## config.mk

```make
export PLATFORM = sky130hd
export DESIGN_NAME = fves_top
export DESIGN_NICKNAME = d
export VERILOG_FILES = /design/src/common/fves_pkg.sv /design/src/logic/fves_top.sv
export SDC_FILE = /design/constraint.sdc
export NUM_CORES = 1
export LEC_CHECK = 0
export ABC_AREA = 1
export BUFFER_PORTS_ARGS = -buffer_cell sky130_fd_sc_hd__buf_2
export CORE_MARGIN = 1.5
export CORE_UTILIZATION = 55
export CTS_CLUSTER_DIAMETER = 50
export DETAILED_ROUTE_END_ITERATION = 10
export GPL_TIMING_DRIVEN = 0
export PLACE_DENSITY = 0.87
export SETUP_SLACK_MARGIN = 0.1
export SYNTH_ARGS = -nofsm -noshare
export SYNTH_HDL_FRONTEND = slang
export SYNTH_SLANG_ARGS = --single-unit
```

## constraint.sdc

```tcl
create_clock -name clk -period 2.2 [get_ports clk]
set_clock_uncertainty 0.2 [all_clocks]
set_input_delay 0.33 -clock clk [delete_from_list [all_inputs] [get_ports clk]]
set_output_delay 0.33 -clock clk [all_outputs]
set_load 0.01 [all_outputs]
```

## src/common/fves_pkg.sv

```systemverilog
// package: constants for the fpu / vector fp exception signalling block
package fves_pkg;
  // ==========================================================
  // register map (apb byte addresses)
  localparam logic [7:0] ADDR_CTRL = 8'h00;
  localparam logic [7:0] ADDR_VCSR = 8'h04;
  localparam logic [7:0] ADDR_STATUS = 8'h08;
  localparam logic [7:0] ADDR_IRQ_EN = 8'h0c;
  localparam logic [7:0] ADDR_IRQ_CLR = 8'h10;
  localparam logic [7:0] ADDR_FLAGS = 8'h14;
  // ==========================================================
  // field positions
  localparam int CTRL_NE_BIT = 5;
  localparam int VCSR_MASK_LSB = 7;
  localparam int FLAGS_IF_BIT = 9;
  localparam int NUM_EXC = 6;
  // ==========================================================
  // reset values
  localparam logic [31:0] CTRL_RST = 32'h0000_0000;
  localparam logic [31:0] VCSR_RST = 32'h0000_1f80;
  localparam logic [31:0] FLAGS_RST = 32'h0000_0202;
  // ==========================================================
  // exception vectors
  localparam logic [7:0] VEC_FPU = 8'h10;
  localparam logic [7:0] VEC_VFP = 8'h13;
  localparam logic [7:0] VEC_DNA = 8'h07;
  // ==========================================================
  // status / interrupt bits
  localparam int ST_FPU_EXC = 0;
  localparam int ST_VFP_EXC = 1;
  localparam int ST_DNA = 2;
  localparam int ST_NOWAIT_PULSE = 3;
  localparam int NUM_ST = 4;
  // ==========================================================
  // timing: the error pulse on a no-wait save outlasts the save cycle by 20 ns, 30 ns in all
  localparam int NOWAIT_PULSE_NS = 20;
  localparam int CLK_PERIOD_NS = 10;
  localparam int NOWAIT_PULSE_CYC =
    (NOWAIT_PULSE_NS + CLK_PERIOD_NS - 1) / CLK_PERIOD_NS;
endpackage

```

## src/logic/fves_top.sv

```systemverilog
// design: fpu and vector fp exception signalling with apb registers
//
// The APB register port and the register offsets were chosen for this implementation.
`timescale 1ns/1ps
`default_nettype none
module fves_top
  import fves_pkg::*;
#(
  parameter int LANES = 4,
  parameter int TAG_W = 8
) (
  input wire logic clk,
  input wire logic rst_n,
  // apb slave
  input wire logic psel,
  input wire logic penable,
  input wire logic pwrite,
  input wire logic [7:0] paddr,
  input wire logic [31:0] pwdata,
  output logic [31:0] prdata,
  output logic pready,
  output logic pslverr,
  // scalar fpu side (core clock, no synchroniser)
  input wire logic fpu_exc_valid,
  input wire logic insn_valid,
  input wire logic insn_is_wait_fpu,
  input wire logic insn_is_nowait,
  input wire logic insn_is_nowait_save,
  input wire logic insn_dna_fault,
  input wire logic [TAG_W-1:0] insn_tag,
  // vector fp side
  input wire logic vfp_valid,
  input wire logic vfp_packed,
  input wire logic [TAG_W-1:0] vfp_tag,
  input wire logic [LANES*NUM_EXC-1:0] vfp_lane_exc,
  input wire logic multiproc_mode,
  input wire logic gate_is_interrupt,
  // outputs
  output logic exc_take,
  output logic [7:0] exc_vector,
  output logic [TAG_W-1:0] exc_tag,
  output logic fpu_error_out_n,
  output logic irq
);
  import fves_pkg::*;

  // ==========================================================
  // state
  logic [31:0] ctrl_q;
  logic [31:0] vcsr_q;
  logic [31:0] flags_q;
  logic [NUM_ST-1:0] status_q;
  logic [NUM_ST-1:0] irq_en_q;
  logic fpu_pend_q;
  logic [1:0] pulse_cnt_q;
  logic err_asserted_q;

  logic native_error_mode;
  assign native_error_mode = ctrl_q[CTRL_NE_BIT];

  // ==========================================================
  // vector fp lane folding
  logic [NUM_EXC-1:0] vfp_or;
  logic [NUM_EXC-1:0] vfp_masks;
  logic [NUM_EXC-1:0] vfp_unmasked;
  always_comb begin
    vfp_or = '0;
    for (int l = 0; l < LANES; l++) begin
      // only lane 0 counts for scalar ops; lane identity is dropped
      if (vfp_packed || l == 0) begin
        vfp_or = vfp_or | vfp_lane_exc[l*NUM_EXC +: NUM_EXC];
      end
    end
  end
  assign vfp_masks = vcsr_q[VCSR_MASK_LSB +: NUM_EXC];
  // only this instruction's new exceptions count, never old flags
  assign vfp_unmasked = vfp_or & ~vfp_masks;

  // ==========================================================
  // event decode
  logic wait_insn;
  logic dna_take;
  logic fpu_take;
  logic vfp_take;
  logic save_pulse;
  logic apb_wr;
  logic apb_rd;
  assign wait_insn = insn_valid && insn_is_wait_fpu && !insn_is_nowait;
  assign dna_take = insn_valid && insn_dna_fault;
  // a no-wait instruction never takes the pending exception
  assign fpu_take = wait_insn && !dna_take && fpu_pend_q
    && native_error_mode;
  // vector exceptions are taken on their own instruction, same cycle
  assign vfp_take = vfp_valid && (vfp_unmasked != '0);
  assign save_pulse = insn_valid && insn_is_nowait_save
    && fpu_pend_q;
  assign apb_wr = psel && penable && pwrite;
  assign apb_rd = psel && !penable && !pwrite;

  // ==========================================================
  // pending scalar exception
  always_ff @(posedge clk or negedge rst_n) begin
    if (!rst_n) begin
      fpu_pend_q <= 1'b0;
    end else if (fpu_exc_valid) begin
      fpu_pend_q <= 1'b1;
    end else if (fpu_take) begin
      fpu_pend_q <= 1'b0;
    end
  end

  // ==========================================================
  // error output: same point either mode; multiprocessor hides it
  logic err_level;
  logic err_wait_hit;
  logic err_pulse_on;
  logic err_drive;
  // a waiting instruction that meets a pending exception
  assign err_wait_hit = fpu_pend_q && wait_insn;
  // compatibility mode holds the pin while the exception is pending
  assign err_level = fpu_pend_q && err_asserted_q && !fpu_take;
  // the no-wait save pulse is stretched so slow pickup still sees it
  assign err_pulse_on = save_pulse || (pulse_cnt_q != '0);
  // the wire serves only compatibility systems, hence the mp gate
  assign err_drive = (err_wait_hit || err_level || err_pulse_on)
    && !multiproc_mode;
  // the pin is registered so it never glitches between edges
  always_ff @(posedge clk or negedge rst_n) begin
    if (!rst_n) begin
      err_asserted_q <= 1'b0;
      pulse_cnt_q <= '0;
      fpu_error_out_n <= 1'b1;
    end else begin
      err_asserted_q <= (err_wait_hit || err_asserted_q) && fpu_pend_q
        && !native_error_mode;
      if (save_pulse) begin
        pulse_cnt_q <= 2'(NOWAIT_PULSE_CYC);
      end else if (pulse_cnt_q != '0) begin
        pulse_cnt_q <= pulse_cnt_q - 2'd1;
      end
      fpu_error_out_n <= !err_drive;
    end
  end

  // ==========================================================
  // exception dispatch, one cycle, dna first then vector then fpu
  always_ff @(posedge clk or negedge rst_n) begin
    if (!rst_n) begin
      exc_take <= 1'b0;
      exc_vector <= '0;
      exc_tag <= '0;
    end else begin
      exc_take <= dna_take || vfp_take || fpu_take;
      if (dna_take) begin
        exc_vector <= VEC_DNA;
        exc_tag <= insn_tag;
      end else if (vfp_take) begin
        exc_vector <= VEC_VFP;
        exc_tag <= vfp_tag;
      end else if (fpu_take) begin
        exc_vector <= VEC_FPU;
        exc_tag <= insn_tag;
      end
    end
  end

  // ==========================================================
  // control register zero and flags register
  always_ff @(posedge clk or negedge rst_n) begin
    if (!rst_n) begin
      ctrl_q <= CTRL_RST;
    end else if (apb_wr && paddr == ADDR_CTRL) begin
      ctrl_q <= pwdata;
    end
  end

  always_ff @(posedge clk or negedge rst_n) begin
    if (!rst_n) begin
      flags_q <= FLAGS_RST;
    end else if ((dna_take || vfp_take || fpu_take)
        && gate_is_interrupt) begin
      flags_q[FLAGS_IF_BIT] <= 1'b0;
    end else if (apb_wr && paddr == ADDR_FLAGS) begin
      flags_q <= pwdata;
    end
  end

  // ==========================================================
  // vector control/status: sticky flags, set wins over write
  always_ff @(posedge clk or negedge rst_n) begin
    if (!rst_n) begin
      vcsr_q <= VCSR_RST;
    end else begin
      if (apb_wr && paddr == ADDR_VCSR) begin
        vcsr_q <= pwdata;
        if (vfp_valid) begin
          vcsr_q[NUM_EXC-1:0] <= pwdata[NUM_EXC-1:0] | vfp_or;
        end
      end else if (vfp_valid) begin
        vcsr_q[NUM_EXC-1:0] <= vcsr_q[NUM_EXC-1:0] | vfp_or;
      end
    end
  end

  // ==========================================================
  // apb address decode, one hit per register
  // unmapped offsets answer with an error and change nothing
  // paddr is compared whole: misaligned offsets count as unmapped
  logic hit_ctrl;
  logic hit_vcsr;
  logic hit_status;
  logic hit_irq_en;
  logic hit_irq_clr;
  logic hit_flags;
  logic known;
  assign hit_ctrl = (paddr == ADDR_CTRL);
  assign hit_vcsr = (paddr == ADDR_VCSR);
  assign hit_status = (paddr == ADDR_STATUS);
  assign hit_irq_en = (paddr == ADDR_IRQ_EN);
  assign hit_irq_clr = (paddr == ADDR_IRQ_CLR);
  assign hit_flags = (paddr == ADDR_FLAGS);
  assign known = hit_ctrl || hit_vcsr || hit_status || hit_irq_en
    || hit_irq_clr || hit_flags;

  // ==========================================================
  // interrupt status / enable / clear
  // each event sets a sticky status bit; software writes ones to the
  // clear register to drop them, and irq is their enabled or
  logic [NUM_ST-1:0] ev;
  logic [NUM_ST-1:0] irq_clr;
  logic [NUM_ST-1:0] status_d;
  logic [NUM_ST-1:0] irq_en_d;

  always_comb begin
    ev = '0;
    ev[ST_FPU_EXC] = fpu_take;
    ev[ST_VFP_EXC] = vfp_take;
    ev[ST_DNA] = dna_take;
    ev[ST_NOWAIT_PULSE] = save_pulse;
  end

  // write-one-to-clear strobe, only in the access cycle
  always_comb begin
    irq_clr = '0;
    if (apb_wr && hit_irq_clr) begin
      irq_clr = pwdata[NUM_ST-1:0];
    end
  end

  // a new event in the clearing cycle is kept: set wins
  always_comb begin
    status_d = (status_q & ~irq_clr) | ev;
  end

  // enable register keeps its value unless written
  always_comb begin
    irq_en_d = irq_en_q;
    if (apb_wr && hit_irq_en) begin
      irq_en_d = pwdata[NUM_ST-1:0];
    end
  end

  // status is read-only: a write to its offset is accepted and dropped
  always_ff @(posedge clk or negedge rst_n) begin
    if (!rst_n) begin
      status_q <= '0;
    end else begin
      status_q <= status_d;
    end
  end

  always_ff @(posedge clk or negedge rst_n) begin
    if (!rst_n) begin
      irq_en_q <= '0;
    end else begin
      irq_en_q <= irq_en_d;
    end
  end

  // built from the next values so irq follows an enable or clear
  // write at once instead of trailing it by one cycle
  always_ff @(posedge clk or negedge rst_n) begin
    if (!rst_n) begin
      irq <= 1'b0;
    end else begin
      irq <= |(status_d & irq_en_d);
    end
  end

  // ==========================================================
  // apb slave: zero wait, read data registered in setup cycle
  // the clear register is write-only and reads as zero
  logic [31:0] prdata_d;

  always_comb begin
    prdata_d = '0;
    unique case (paddr)
      ADDR_CTRL: prdata_d = ctrl_q;
      ADDR_VCSR: prdata_d = vcsr_q;
      ADDR_STATUS: prdata_d = {{(32-NUM_ST){1'b0}}, status_q};
      ADDR_IRQ_EN: prdata_d = {{(32-NUM_ST){1'b0}}, irq_en_q};
      ADDR_IRQ_CLR: prdata_d = '0;
      ADDR_FLAGS: prdata_d = flags_q;
      default: prdata_d = '0;
    endcase
  end

  // pready answers each setup one cycle later: there are no wait
  // states, so a master that waits for pready never stalls here
  // pslverr only ever rides along with pready
  always_ff @(posedge clk or negedge rst_n) begin
    if (!rst_n) begin
      prdata <= '0;
      pready <= 1'b0;
      pslverr <= 1'b0;
    end else begin
      pready <= psel && !penable;
      pslverr <= psel && !penable && !known;
      if (apb_rd) begin
        prdata <= prdata_d;
      end
    end
  end
endmodule // fves_top
`default_nettype wire

```

==> metrics.txt <==
maximum number of pins on one net before global-route repair 92; CTS tree built; first-pass GRT wire length roughly 32000 um; outcome finished clean; Reg2Reg Launch Point vcsr_q[7]; Rel. slew slack 49.9%; Slew @ Worst Pin approximately 0.75 ns; CTS Sinks roughly 160; Post-CTS Hold Buffers 39; Clock transition at path regs around 0.060 ns; fin crit period roughly 2.0 ns; Finished Layout Cells about 1200; Synth Cell Area slightly above 7000 um^2; CP Capture Type flop; crit start category flop; syn_area_per_cell approximately 8.4 um^2; WHS Path Cells 3; hold path start pwdata[20]; Synth Area in XOR/XNOR less than 1%; HPWL after DPL about 13000 um; Seq cells post-synth between 150 and 200; Final Hold Violating Endpoints 0; worst setup path category reg -> reg; peak supply drop approximately 0.55 mV; GR Overflow Total 0; Hold Path Class in -> reg; Register Area approximately 3900 um^2; crit path DAT 2.07 ns; Final Util between 70% and 80%; largest family of logic cells by synthesized area simple AND/OR/NAND/NOR gates; H-tree Lvls 4; worst endpoint required time approximately 2.3 ns; width of the chip 117 um; leakage slightly below 5 nW; post-synthesis cell count 847; Max Clk Rate 509 MHz; RePlAce Congestion about 0.86; via-per-instance ratio roughly 5.5; Ys Warns 0; FF-to-FF setup slack 0.24 ns; Final Setup Violations 0; vias 6775; Synth Area in Compound Gates 10.8%; most frequent cells in the layout 286 x nand2_1, 155 x buf_2, 147 x dfrtp_1; Final WS setup 0.237 ns; Iteration-0 DRC Markers just under 600; setup TNS 0 ns; Max-Cap Viols 0; cts bufs inserted 17; Tot GR Track Use 31.2%; Final Cycle Share 89.2%; fraction of layout cells with a size suffix above 1 21.5%; crit-path max FO 10; DRT Pass-1 Iters 5; final WL approximately 20000 um; Setup WS pre-CTS 0.0330 ns; Multi-input gate area 2570 um^2; P&R area growth vs syn 27.8%; post-CTS setup buffers 0; detailed-route wire length per cell 16.1 um; hold endpoint vcsr_q[20]; simple-gate area share of the yosys netlist 24.9%; Die ar. around 14000 um^2; commonest non-fill, non-tap cell in the layout nand2_1; antenna violations before repair 0; core footprint about 13000 um^2; clk root buf clkbuf_16; vias in the first global route about 6800; ANT cells 0; Adder-Cell Fraction of Synth Area less than 1%; PwrDens 734 nW/um^2; post-cts sizing count 0; height of the die about 120 um; Residual DRC 0; port bufs between 100 and 150; Placed Cells incl. Taps about 1200; register area share after synthesis a little under three fifths; multiplexer area fraction after synthesis 0%; I/O pins approximately 150; RSZ-0062 raised after global routing no; Filler Cells Inserted roughly 950; Starting Density a little under three fifths; number of library cell types mapped by synthesis 37; Max Root-Sink Buffers 2; Site Rows 41; fin nets around 1100; reg-to-reg endpoint flags_q[30]; Post-DRT Antenna Nets 0; Slew Viols, Final 0; reg2reg path depth 12; Clk Latency, worst-skew pair approximately 0.43 ns
## synthesized netlist by cell type, drive strengths merged
cell type	count	area, um^2
a211oi	1	7.51
a21boi	1	7.51
a21o	1	7.51
a21oi	10	50.1
a221oi	12	105
a22o	5	43.8
a2bb2oi	3	26.3
a31oi	1	6.26
a41o	1	10.0
buf	29	194
clkbuf	18	67.6
conb	1	3.75
dfrtp	147	3680
dfstp	9	236
ha	1	12.5
inv	96	360
nand2	293	1140
nand3	68	345
nand4	15	93.8
nor2	37	180
nor3	2	10.0
o211ai	6	45.0
o21ai	86	430
o221ai	1	8.76
o22a	1	8.76
o22ai	1	6.26
xor2	1	8.76
## final cells by class
cell class | instances | share of cell area, %
multi-input combinational | 551 | 28.3
clock inverter | 10 | 1.53
inverter | 96 | 3.97
buffer | 47 | 2.88
sequential | 156 | 43.2
timing repair buffer | 182 | 12.5
tap | 172 | 2.37
clock buffer | 22 | 5.23
## registers in the layout, indices dropped and copies added (netlist names), 2 cells and up
name         flops
ctrl_q          32
flags_q         32
prdata          32
vcsr_q          32
exc_tag          8
irq_en_q         4
status_q         4
exc_vector       3
pulse_cnt_q      2
## how the worst max path moves through the flow
stage,startpoint,to,cells past startpoint
finish,vcsr_q[7],flags_q[30],12
global route,fpu_pend_q,flags_q[11],11
CTS,vcsr_q[10],flags_q[30],12
detailed placement,pwrite,vcsr_q[13],6
global placement,rst_n,exc_take,1
floorplan,vfp_lane_exc[9],flags_q[16],15
## critical path, stage by stage (launching register included)
cell     delay, ns
dfstp_2       0.53
inv_1         0.06
nand2_1       0.07
nand2_1       0.06
nor2_2        0.13
nand2_4       0.12
nand2_4       0.10
nand2_2       0.07
nand2_4       0.11
nand2_4       0.09
buf_6         0.16
nand2_1       0.07
nand2_1       0.06
## layer usage
metal / global-route usage (%) / wire [um]
met5: 0 / 0
met4: 14.7 / 557
met3: 7.27 / 1590
met2: 52.6 / 9860
met1: 38.2 / 7920
## report_power, final
part           switching, mW  internal [mW]
sequential            0.0472           2.96
clock                   1.17           1.87
combinational          0.341          0.266
total                   1.56           5.09
## through the flow
stage	hold slack (ns)	power [mW]	area [um^2]
4_1_cts	0.000451	6.65	9070
5_1_grt	0.00891	6.87	9070
3_3_place_gp	0.253	3.55	8030
6_report	0.00303	6.66	9070
2_1_floorplan	-0.166	3.30	7100
3_5_place_dp	0.168	3.58	8060
## logic make-up (layout without fill, tap and decap cells)
logic type,count (synthesis),after routing
xor gates and xnor gates,1,1
adders and majority gates,1,1
DFF,156,156
other,1,4
buffers and inverters,143,357
AOI/OAI and AO/OA,130,130
and+or+nand+nor,415,415
(Power assumes the default switching activity.)
